`config.mk`:
```
export PLATFORM = sky130hd
export DESIGN_NAME = fcr_top
export DESIGN_NICKNAME = d
export VERILOG_FILES = /design/src/hw/fcr_pkg.sv /design/src/hw/fcr_sync.sv /design/src/hw/fcr_top.sv
export VERILOG_INCLUDE_DIRS = /design/src /design/src/hw
export SDC_FILE = /design/constraint.sdc
export NUM_CORES = 1
export LEC_CHECK = 0
export BUFFER_PORTS_ARGS = -buffer_cell sky130_fd_sc_hd__buf_2
export CORE_MARGIN = 2
export CORE_UTILIZATION = 40
export CTS_CLUSTER_SIZE = 25
export DETAILED_ROUTE_END_ITERATION = 10
export HOLD_SLACK_MARGIN = 0.05
export PLACE_DENSITY_LB_ADDON = 0.1
export SKIP_CTS_REPAIR_TIMING = 1
export SYNTH_ARGS = -nofsm -noshare
export SYNTH_HDL_FRONTEND = slang
export SYNTH_SLANG_ARGS = --single-unit
```
`constraint.sdc`:
```
create_clock -name ref_clk -period 3.75 [get_ports ref_clk]
set_input_delay 0.1875 -clock ref_clk [delete_from_list [all_inputs] [get_ports ref_clk]]
set_output_delay 0.1875 -clock ref_clk [all_outputs]
set_load 0.005 [all_outputs]
```
`src/hw/fcr_map.svh`:
```
// register map, opcodes, bit positions and reset values of the config bank
`ifndef FCR_MAP_SVH
`define FCR_MAP_SVH

// opcodes
`define FCR_OP_RD_BANK_A 8'h16
`define FCR_OP_RD_BANK_B 8'hC8
`define FCR_OP_WR_BANK_V_A 8'h17
`define FCR_OP_WR_BANK_V_B 8'hC5
`define FCR_OP_WR_BANK_NV 8'h18
`define FCR_OP_ENTER_4B 8'hB7
`define FCR_OP_EXIT_4B 8'h29
`define FCR_OP_RD_PMODE 8'h2B
`define FCR_OP_PG_PMODE 8'h2F
`define FCR_OP_RD_BOOT 8'h14
`define FCR_OP_WR_BOOT 8'h15
`define FCR_OP_CLR_ERR 8'h82

// payload lengths in bytes
`define FCR_LEN_NONE 3'h0
`define FCR_LEN_BANK 3'h1
`define FCR_LEN_PMODE 3'h2
`define FCR_LEN_BOOT 3'h4
`define FCR_LEN_BAD 3'h7

// bank and address mode register
`define FCR_BA_SEG 0
`define FCR_BA_MODE 7
`define FCR_BANK_RST 8'h00

// protection mode register
`define FCR_PM_PST 1
`define FCR_PM_PWD 2
`define FCR_PM_TB 15
`define FCR_PM_RST 16'hFFFF
`define FCR_PM_NO_LOCK 2'h3
`define FCR_PM_BOTH_LOCK 2'h0

// boot read register
`define FCR_BOOT_RST 32'h0000_0000
`define FCR_BOOT_EN 0
`define FCR_BOOT_DLY_LO 1
`define FCR_BOOT_DLY_HI 4
`define FCR_BOOT_ADR_LO 5
`define FCR_DLY_DEFAULT 4'h0
`define FCR_DLY_FAST 4'h8
`define FCR_DLY_QUAD 4'h6

`endif

```
`src/hw/fcr_pkg.sv`:
```
// shared types of the flash config register bank
package fcr_pkg;

    typedef enum logic [1:0] {
        FR_OPCODE,
        FR_PAYLOAD,
        FR_READ,
        FR_IGNORE
    } fcr_frame_t;

    typedef struct packed {
        logic prot;
        logic prog;
        logic erase;
    } fcr_err_t;

endpackage

```
`src/hw/fcr_sync.sv`:
```
// two flip-flop synchroniser for pin inputs
`timescale 1ns/1ps
module fcr_sync #(
    parameter int W = 1,
    parameter logic [W-1:0] INIT = '0
) (
    input wire logic ref_clk,
    input wire logic rst,
    input wire logic [W-1:0] din,
    output logic [W-1:0] dout
);
    logic [W-1:0] meta_q;
    logic [W-1:0] meta_d;
    logic [W-1:0] sync_q;
    logic [W-1:0] sync_d;

    always_comb begin
        meta_d = din;
        sync_d = meta_q;
    end

    always_ff @(posedge ref_clk or posedge rst) begin
        if (rst) begin
            meta_q <= INIT;
            sync_q <= INIT;
        end else begin
            meta_q <= meta_d;
            sync_q <= sync_d;
        end
    end

    assign dout = sync_q;
endmodule

```
`src/hw/fcr_top.sv`:
```
// flash config register bank: serial command decode and config registers
`timescale 1ns/1ps
`include "fcr_map.svh"

//  Contract
// - OTP bits program one way only; reverse attempts ignored, no error.
// - read-only and freeze-guarded bits silently keep value on writes.
// - error flags stay set until the clear-error-flags command.
// - hardware or software reset also clears the three error flags.
// - commands keep executing while error flags are set.
// - boot register upper bits hold 32-byte aligned start address, default 0.
// - boot delay uses fast read coding, or quad io coding when quad set.
// - boot delay field zero gives 8 cycles, or 6 with quad enable.
// - boot register bit 0 enables boot read, default disabled.
// - bank bit 0 selects upper 128Mb segment; reserved on 128Mb density.
// - in 3-byte mode bank value supplies address bits above 23.
// - in 4-byte mode bank ignored; host sends four address bytes.
// - bank bit 7 picks address length, default 0; bits 1-6 read-only.
// - decode bank read 16h/C8h, volatile write 17h/C5h, nv write 18h.
// - opcode B7h enters 4-byte mode, 29h leaves it.
// - protection register read 2Bh, program 2Fh, all ones default.
// - bit 1 zero permanently selects persistent protection mode.
// - bit 2 zero permanently selects password protection mode.
// - bit 15 zero puts parameter sectors top, one bottom.
// - programming both lock bits to zero aborts and flags program error.
// - protection error flag reports refused protected program or erase.
module fcr_top #(
    parameter bit DENSITY_128 = 1'b0
) (
    input wire logic ref_clk,
    input wire logic rst,
    input wire logic sck,
    input wire logic cs_n,
    input wire logic si,
    output logic so,
    output logic so_oe,
    input wire logic quad_enable_bit,
    input wire logic freeze_lock,
    input wire logic sw_reset,
    input wire fcr_pkg::fcr_err_t err_event,
    output fcr_pkg::fcr_err_t err_flags,
    output logic [26:0] boot_start_address,
    output logic [3:0] boot_start_delay,
    output logic [3:0] boot_delay_cycles,
    output logic boot_read_enable,
    output logic address_mode_bit,
    output logic upper_segment_select,
    output logic [7:0] upper_address_bits,
    output logic persistent_mode_lock,
    output logic password_mode_lock,
    output logic parameter_sector_location
);
    // ==========================================================
    // helpers
    function automatic logic [2:0] need_bytes(input logic [7:0] op);
        case (op)
            `FCR_OP_WR_BANK_V_A, `FCR_OP_WR_BANK_V_B,
            `FCR_OP_WR_BANK_NV: need_bytes = `FCR_LEN_BANK;
            `FCR_OP_PG_PMODE: need_bytes = `FCR_LEN_PMODE;
            `FCR_OP_WR_BOOT: need_bytes = `FCR_LEN_BOOT;
            `FCR_OP_ENTER_4B, `FCR_OP_EXIT_4B,
            `FCR_OP_CLR_ERR: need_bytes = `FCR_LEN_NONE;
            default: need_bytes = `FCR_LEN_BAD;
        endcase
    endfunction

    function automatic logic [2:0] read_bytes(input logic [7:0] op);
        case (op)
            `FCR_OP_RD_BANK_A,
            `FCR_OP_RD_BANK_B: read_bytes = `FCR_LEN_BANK;
            `FCR_OP_RD_PMODE: read_bytes = `FCR_LEN_PMODE;
            `FCR_OP_RD_BOOT: read_bytes = `FCR_LEN_BOOT;
            default: read_bytes = `FCR_LEN_NONE;
        endcase
    endfunction

    // writable bits of bank register; reserved bits keep zero
    function automatic logic [7:0] bank_wr(input logic [7:0] val);
        bank_wr = `FCR_BANK_RST;
        bank_wr[`FCR_BA_MODE] = val[`FCR_BA_MODE];
        if (!DENSITY_128) bank_wr[`FCR_BA_SEG] = val[`FCR_BA_SEG];
    endfunction

    // ==========================================================
    // pin synchronisers
    logic [2:0] pins_s;
    logic sck_s;
    logic cs_n_s;
    logic si_s;

    fcr_sync #(.W(3), .INIT(3'h2)) u_sync (
        .ref_clk(ref_clk),
        .rst(rst),
        .din({sck, cs_n, si}),
        .dout(pins_s)
    );

    assign sck_s = pins_s[2];
    assign cs_n_s = pins_s[1];
    assign si_s = pins_s[0];

    // ==========================================================
    // serial frame decode
    fcr_pkg::fcr_frame_t st_q, st_d;
    logic sck_prev_q, sck_prev_d;
    logic [2:0] bit_q, bit_d;
    logic [2:0] nbytes_q, nbytes_d;
    logic [7:0] sh_q, sh_d;
    logic [7:0] op_q, op_d;
    logic [31:0] dat_q, dat_d;
    logic [4:0] rptr_q, rptr_d;
    logic so_q, so_d;
    logic oe_q, oe_d;
    logic sck_rise;
    logic sck_fall;
    logic [7:0] sh_next;
    logic exec_ok;
    logic [31:0] rd_word;
    logic [4:0] rd_mask;
    logic [4:0] rd_idx;

    logic [7:0] bank_v_q, bank_v_d;
    logic [7:0] bank_nv_q, bank_nv_d;
    logic [15:0] pm_q, pm_d;
    logic [31:0] boot_q, boot_d;
    fcr_pkg::fcr_err_t err_q, err_d;
    logic [3:0] dly_q, dly_d;
    logic [7:0] addr_hi_q, addr_hi_d;

    always_comb begin
        sck_rise = sck_s & ~sck_prev_q & ~cs_n_s;
        sck_fall = ~sck_s & sck_prev_q & ~cs_n_s;
        sh_next = {sh_q[6:0], si_s};
        case (read_bytes(op_q))
            `FCR_LEN_BANK: rd_word = {24'h000000, bank_v_q};
            `FCR_LEN_PMODE: rd_word = {16'h0000, pm_q};
            default: rd_word = boot_q;
        endcase
        rd_mask = 5'({read_bytes(op_q), 3'h0} - 6'h01);
        rd_idx = {rptr_q[4:3], 3'h7 - rptr_q[2:0]};
        st_d = st_q;
        sck_prev_d = sck_s;
        bit_d = bit_q;
        nbytes_d = nbytes_q;
        sh_d = sh_q;
        op_d = op_q;
        dat_d = dat_q;
        rptr_d = rptr_q;
        so_d = so_q;
        oe_d = oe_q;
        exec_ok = 1'b0;
        if (cs_n_s) begin
            exec_ok = (st_q == fcr_pkg::FR_PAYLOAD) && (bit_q == 3'h0)
                && (nbytes_q == need_bytes(op_q));
            st_d = fcr_pkg::FR_OPCODE;
            bit_d = 3'h0;
            nbytes_d = 3'h0;
            rptr_d = 5'h00;
            oe_d = 1'b0;
            so_d = 1'b0;
        end else begin
            if (sck_rise) begin
                sh_d = sh_next;
                bit_d = bit_q + 3'h1;
            end
            case (st_q)
                fcr_pkg::FR_OPCODE: begin
                    if (sck_rise && bit_q == 3'h7) begin
                        op_d = sh_next;
                        if (read_bytes(sh_next) != `FCR_LEN_NONE) begin
                            st_d = fcr_pkg::FR_READ;
                        end else if (need_bytes(sh_next) != `FCR_LEN_BAD) begin
                            st_d = fcr_pkg::FR_PAYLOAD;
                        end else begin
                            st_d = fcr_pkg::FR_IGNORE;
                        end
                    end
                end
                fcr_pkg::FR_PAYLOAD: begin
                    if (sck_rise && bit_q == 3'h7) begin
                        if (nbytes_q < `FCR_LEN_BOOT) begin
                            dat_d[{nbytes_q[1:0], 3'h0} +: 8] = sh_next;
                        end
                        if (nbytes_q != `FCR_LEN_BAD) begin
                            nbytes_d = nbytes_q + 3'h1;
                        end
                    end
                end
                fcr_pkg::FR_READ: begin
                    if (sck_fall) begin
                        so_d = rd_word[rd_idx];
                        oe_d = 1'b1;
                        rptr_d = (rptr_q + 5'h01) & rd_mask;
                    end
                end
                default: st_d = fcr_pkg::FR_IGNORE;
            endcase
        end
    end

    always_ff @(posedge ref_clk or posedge rst) begin
        if (rst) begin
            st_q <= fcr_pkg::FR_OPCODE;
            sck_prev_q <= 1'b0;
            bit_q <= 3'h0;
            nbytes_q <= 3'h0;
            sh_q <= 8'h00;
            op_q <= 8'h00;
            dat_q <= 32'h0000_0000;
            rptr_q <= 5'h00;
            so_q <= 1'b0;
            oe_q <= 1'b0;
        end else begin
            st_q <= st_d;
            sck_prev_q <= sck_prev_d;
            bit_q <= bit_d;
            nbytes_q <= nbytes_d;
            sh_q <= sh_d;
            op_q <= op_d;
            dat_q <= dat_d;
            rptr_q <= rptr_d;
            so_q <= so_d;
            oe_q <= oe_d;
        end
    end

    // ==========================================================
    // configuration registers
    logic pm_fail;
    logic [1:0] lock_req;

    always_comb begin
        bank_v_d = bank_v_q;
        bank_nv_d = bank_nv_q;
        pm_d = pm_q;
        boot_d = boot_q;
        pm_fail = 1'b0;
        lock_req = dat_q[`FCR_PM_PWD:`FCR_PM_PST];
        if (sw_reset) begin
            bank_v_d = bank_nv_q;
        end
        if (exec_ok) begin
            case (op_q)
                `FCR_OP_WR_BANK_V_A, `FCR_OP_WR_BANK_V_B: begin
                    bank_v_d = bank_wr(dat_q[7:0]);
                end
                `FCR_OP_WR_BANK_NV: begin
                    bank_nv_d = bank_wr(dat_q[7:0]);
                    bank_v_d = bank_wr(dat_q[7:0]);
                end
                `FCR_OP_ENTER_4B: begin
                    bank_v_d[`FCR_BA_MODE] = 1'b1;
                end
                `FCR_OP_EXIT_4B: begin
                    bank_v_d[`FCR_BA_MODE] = 1'b0;
                end
                `FCR_OP_PG_PMODE: begin
                    // lock bits: one selection only, never both
                    if (lock_req != `FCR_PM_NO_LOCK) begin
                        if (lock_req == `FCR_PM_BOTH_LOCK) begin
                            pm_fail = 1'b1;
                        end else if (pm_q[`FCR_PM_PWD:`FCR_PM_PST]
                                != `FCR_PM_NO_LOCK) begin
                            pm_fail = 1'b1;
                        end
                    end
                    if (!pm_fail) begin
                        pm_d[`FCR_PM_PWD:`FCR_PM_PST] =
                            pm_q[`FCR_PM_PWD:`FCR_PM_PST] & lock_req;
                        if (!freeze_lock && !DENSITY_128) begin
                            pm_d[`FCR_PM_TB] = pm_q[`FCR_PM_TB]
                                & dat_q[`FCR_PM_TB];
                        end
                    end
                end
                `FCR_OP_WR_BOOT: begin
                    boot_d = dat_q;
                end
                default: boot_d = boot_q;
            endcase
        end
        // set wins over clear; flags never block decode
        err_d = err_q;
        if ((exec_ok && op_q == `FCR_OP_CLR_ERR) || sw_reset) begin
            err_d = '0;
        end
        err_d.prot = err_d.prot | err_event.prot | pm_fail;
        err_d.prog = err_d.prog | err_event.prog | pm_fail;
        err_d.erase = err_d.erase | err_event.erase;
        if (boot_start_delay == `FCR_DLY_DEFAULT) begin
            dly_d = quad_enable_bit ? `FCR_DLY_QUAD : `FCR_DLY_FAST;
        end else begin
            dly_d = boot_start_delay;
        end
        if (bank_v_q[`FCR_BA_MODE]) begin
            addr_hi_d = 8'h00;
        end else begin
            addr_hi_d = {7'h00, bank_v_q[`FCR_BA_SEG]};
        end
    end

    always_ff @(posedge ref_clk or posedge rst) begin
        if (rst) begin
            bank_v_q <= `FCR_BANK_RST;
            bank_nv_q <= `FCR_BANK_RST;
            pm_q <= `FCR_PM_RST;
            boot_q <= `FCR_BOOT_RST;
            err_q <= '0;
            dly_q <= `FCR_DLY_FAST;
            addr_hi_q <= 8'h00;
        end else begin
            bank_v_q <= bank_v_d;
            bank_nv_q <= bank_nv_d;
            pm_q <= pm_d;
            boot_q <= boot_d;
            err_q <= err_d;
            dly_q <= dly_d;
            addr_hi_q <= addr_hi_d;
        end
    end

    // ==========================================================
    // outputs
    assign so = so_q;
    assign so_oe = oe_q;
    assign err_flags = err_q;
    assign boot_start_address = boot_q[31:`FCR_BOOT_ADR_LO];
    assign boot_start_delay = boot_q[`FCR_BOOT_DLY_HI:`FCR_BOOT_DLY_LO];
    assign boot_delay_cycles = dly_q;
    assign boot_read_enable = boot_q[`FCR_BOOT_EN];
    assign address_mode_bit = bank_v_q[`FCR_BA_MODE];
    assign upper_segment_select = bank_v_q[`FCR_BA_SEG];
    assign upper_address_bits = addr_hi_q;
    assign persistent_mode_lock = pm_q[`FCR_PM_PST];
    assign password_mode_lock = pm_q[`FCR_PM_PWD];
    assign parameter_sector_location = pm_q[`FCR_PM_TB];
endmodule

```
==> metrics.cfg <==
[cells_and_area]
drive_above_1_share = 0.209
n_antenna_cell = 0
area_delta_synth_final_pct = 18.9
stdcell_count = 792
final_util = 0.484
final_nets = 622
design_area_um2 = 6980

[cts]
root_buffer = clkbuf_16
htree_levels = 4
cts_buffers = 17
cts_buffer_depth = 2
clk_latency_ns = 0.43
path_clk_slew_ns = 0.06
cts_tree = done
clkSinkCount = 122

[floorplanning]
pin_count = 65
dieHeight_um = 125
die_w_um = 125
num_rows = 44
start_util = 0.407
core_area_um2 = 14400
die_area_um2 = 15700

[synth]
synth-edff-count = 0
ys.flop_type = dfrtp_1
ys_seq_area_frac = 0.522
synth-seq-cells = 122
synth_cell_types = 58
ys_async_sr_fraction = 1.00
avgSynthCellArea_um2 = 10.9
netlist_area_um2 = 5870
synthCells = 536
yosysWarnings = 0

[routing]
via_per_inst = 5.31
routed-wl-met3_um = 648
ant_nets = 0
wl_met1_mm = 6.58
wl_per_cell_um = 17.5
dr_wl_met2_mm = 6.34
top_layer = met4
wirelength_mm = 13.8
remaining_drc_errors = 0
firstDrtPassIters = 4
vias = 4206
first_iter_violations = 180

[sta]
fmax_ghz = 0.304
setup_viol = 0
finalClockSkew_ns = 0.00889
finalCritPeriodShare = 0.878
whs_ns = 0.0744
tns_ns = 0
slew_viol_final = 0
fin_crit_ns = 3.29
relSlewSlack = 0.264
rsz0062_at_grt = no
hold_viol = 0
tightest_slew_ns = 1.10
setup_ws_ns = 0.457

[global_routing]
grt_max_degree = 45
grt_pass1_wl_mm = 22.9
gr-total-overflow = 0
grt_pass1_vias = 4282
antenna_found_initial = 0
grt_usage = 0.187

[hold_path]
hold_depth = 3
min_to = pm_q[15]
hold_path.class = in2reg
holdCritStartpoint = freeze_lock

[critical_path]
worstPathRequired_ns = 4.08
path_class = reg2reg
critPathLaunchType = flip-flop
r2r_cells = 10
end_kind = flip-flop
rr_endpoint = so
cp.arrival_ns = 3.62
path_max_fanout = 7
rrSetupSlack_ns = 0.46
r2r_start = op_q[7]

[place]
io_buffers = 57
dp_slack_ns = 0.472
place_area_um2 = 6260
gp_congestion = 0.809
hpwlAfterDp_mm = 9.35
dp.cells = 752

[power_and_ir_drop]
power.total_mw = 3.51
ir_drop_v = 0.000320
p_leak_nw = 3.26
power_density_nw_per_um2 = 502

[outcome]
status = finished, final reports clean

[flow_run]
maxCapViolations = 0

## per-layer routing
layer	up-vias	track usage
li1	2023	-
met1	2061	0.252
met2	105	0.288
met3	17	0.0565
met4	0	0.0660
met5	-	0
## power breakdown
part,internal [mW],total [mW],switching [mW]
registers,1.37,1.53,0.161
clock network,1.16,1.76,0.592
logic,0.109,0.222,0.113
## sequential cells by signal, summed over array words and instances (netlist names), 2 cells and up
| register | cells |
|---|---|
| u_sync.dout | 3 |
| dat_q | 32 |
| bank_v_q | 8 |
| err_flags | 3 |
| nbytes_q | 3 |
| boot_q | 32 |
| bank_nv_q | 2 |
| st_q | 2 |
| op_q | 8 |
| boot_delay_cycles | 4 |
| sh_q | 7 |
| bit_q | 3 |
| rptr_q | 5 |
| u_sync.meta_q | 3 |
| pm_q | 3 |
## cells in the mapped netlist (all sizes together), types with 2 or more instances
| cell | instances | area (µm²) |
|---|---|---|
| dfrtp | 116 | 2900 |
| nand2 | 83 | 312 |
| mux2 | 50 | 563 |
| o21ai | 39 | 195 |
| nor2 | 28 | 105 |
| clkbuf | 21 | 78.8 |
| ha | 16 | 200 |
| inv | 16 | 60.1 |
| a21oi | 15 | 75.1 |
| buf | 15 | 110 |
| and2 | 8 | 50.1 |
| nand3 | 7 | 35.0 |
| nor3 | 7 | 51.3 |
| dfstp | 6 | 158 |
| mux2i | 6 | 60.1 |
| mux4 | 6 | 135 |
| nor3b | 6 | 45.0 |
| a21o | 5 | 37.5 |
| nand3b | 5 | 37.5 |
| nor2b | 5 | 31.3 |
| nor4 | 5 | 31.3 |
| or4 | 5 | 37.5 |
| xnor2 | 5 | 43.8 |
| a31oi | 4 | 25.0 |
| nand2b | 4 | 25.0 |
| nor4bb | 4 | 40.0 |
| o221ai | 4 | 35.0 |
| a21boi | 3 | 22.5 |
| a221o | 3 | 30.0 |
| a221oi | 3 | 26.3 |
| a311oi | 3 | 26.3 |
| nand4 | 3 | 18.8 |
| nand4b | 3 | 26.3 |
| o211ai | 3 | 22.5 |
| a2111oi | 2 | 17.5 |
| a22o | 2 | 17.5 |
| and4b | 2 | 20.0 |
| nor4b | 2 | 17.5 |
| o22ai | 2 | 12.5 |
| o31a | 2 | 17.5 |
| o32ai | 2 | 17.5 |
## how the worst max path moves through the flow
stage,startpoint,to,slack [ns],depth (start not counted)
6_report,op_q[7],so,0.46,10
5_1_grt,op_q[7],boot_q[15],0.17,8
4_1_cts,op_q[7],boot_q[19],0.47,8
3_5_place_dp,op_q[7],so,0.47,10
3_3_place_gp,op_q[7],boot_q[29],0.58,8
2_1_floorplan,rst,bank_nv_q[0],0.33,1
## worst max-delay path: stages, from the launching register on
cell and delay (ns):
dfrtp_1 0.44, nor2_1 0.33, nand2_1 0.13, nor4_1 0.41, ha_1 0.37, nor2_1 0.07
a31oi_1 0.45, o22ai_1 0.14, a2111oi_0 0.49, a311oi_1 0.11, o32ai_1 0.25
## placed cells by master (no fill, tap or decap), types with 4 or more instances in the layout
cell type / synthesis / routed
dfrtp_1: 116 / 116
nand2_1: 83 / 83
buf_2: 4 / 57
o21ai_0: 37 / 37
mux2_1: 32 / 32
nor2_1: 28 / 28
mux2_2: 18 / 18
clkbuf_16: 0 / 17
ha_1: 16 / 16
inv_1: 16 / 15
a21oi_1: 15 / 15
and2_1: 8 / 8
dlygate4sd3_1: 0 / 8
nand3_1: 7 / 7
conb_1: 1 / 7
mux2i_1: 6 / 6
mux4_2: 6 / 6
nor3b_1: 6 / 6
dfstp_2: 6 / 6
nor2b_1: 5 / 5
xnor2_1: 5 / 5
or4_1: 5 / 5
nand3b_1: 5 / 5
nor3_1: 5 / 5
nor4_1: 5 / 5
a21o_1: 5 / 5
buf_4: 7 / 5
nand2b_1: 4 / 4
nor4bb_1: 4 / 4
a31oi_1: 4 / 4
o221ai_1: 4 / 4
bufinv_16: 0 / 4
## cell type report
type	instances	area [µm²]
fill	1372	7450
sequential	122	3060
multi-input combinational	368	2580
clock buffer	22	474
timing repair buffer	70	403
tap	184	230
clock inverter	10	165
inverter	16	62.6
## kinds of logic (layout without fill, tap and decap cells)
| group | count (synthesis) | after routing | synth area share |
|---|---|---|---|
| XOR/XNOR | 5 | 5 | 0.00746 |
| multiplexers | 62 | 62 | 0.129 |
| buffers and inverters | 52 | 118 | 0.0424 |
| other | 1 | 7 | 0.000639 |
| AO/OA/AOI/OAI | 97 | 97 | 0.108 |
| adder cells (fa/ha/maj) | 16 | 16 | 0.0341 |
| AND/OR/NAND/NOR | 181 | 181 | 0.157 |
| flip-flops | 122 | 122 | 0.522 |
Power figures use the tool's default switching activity.
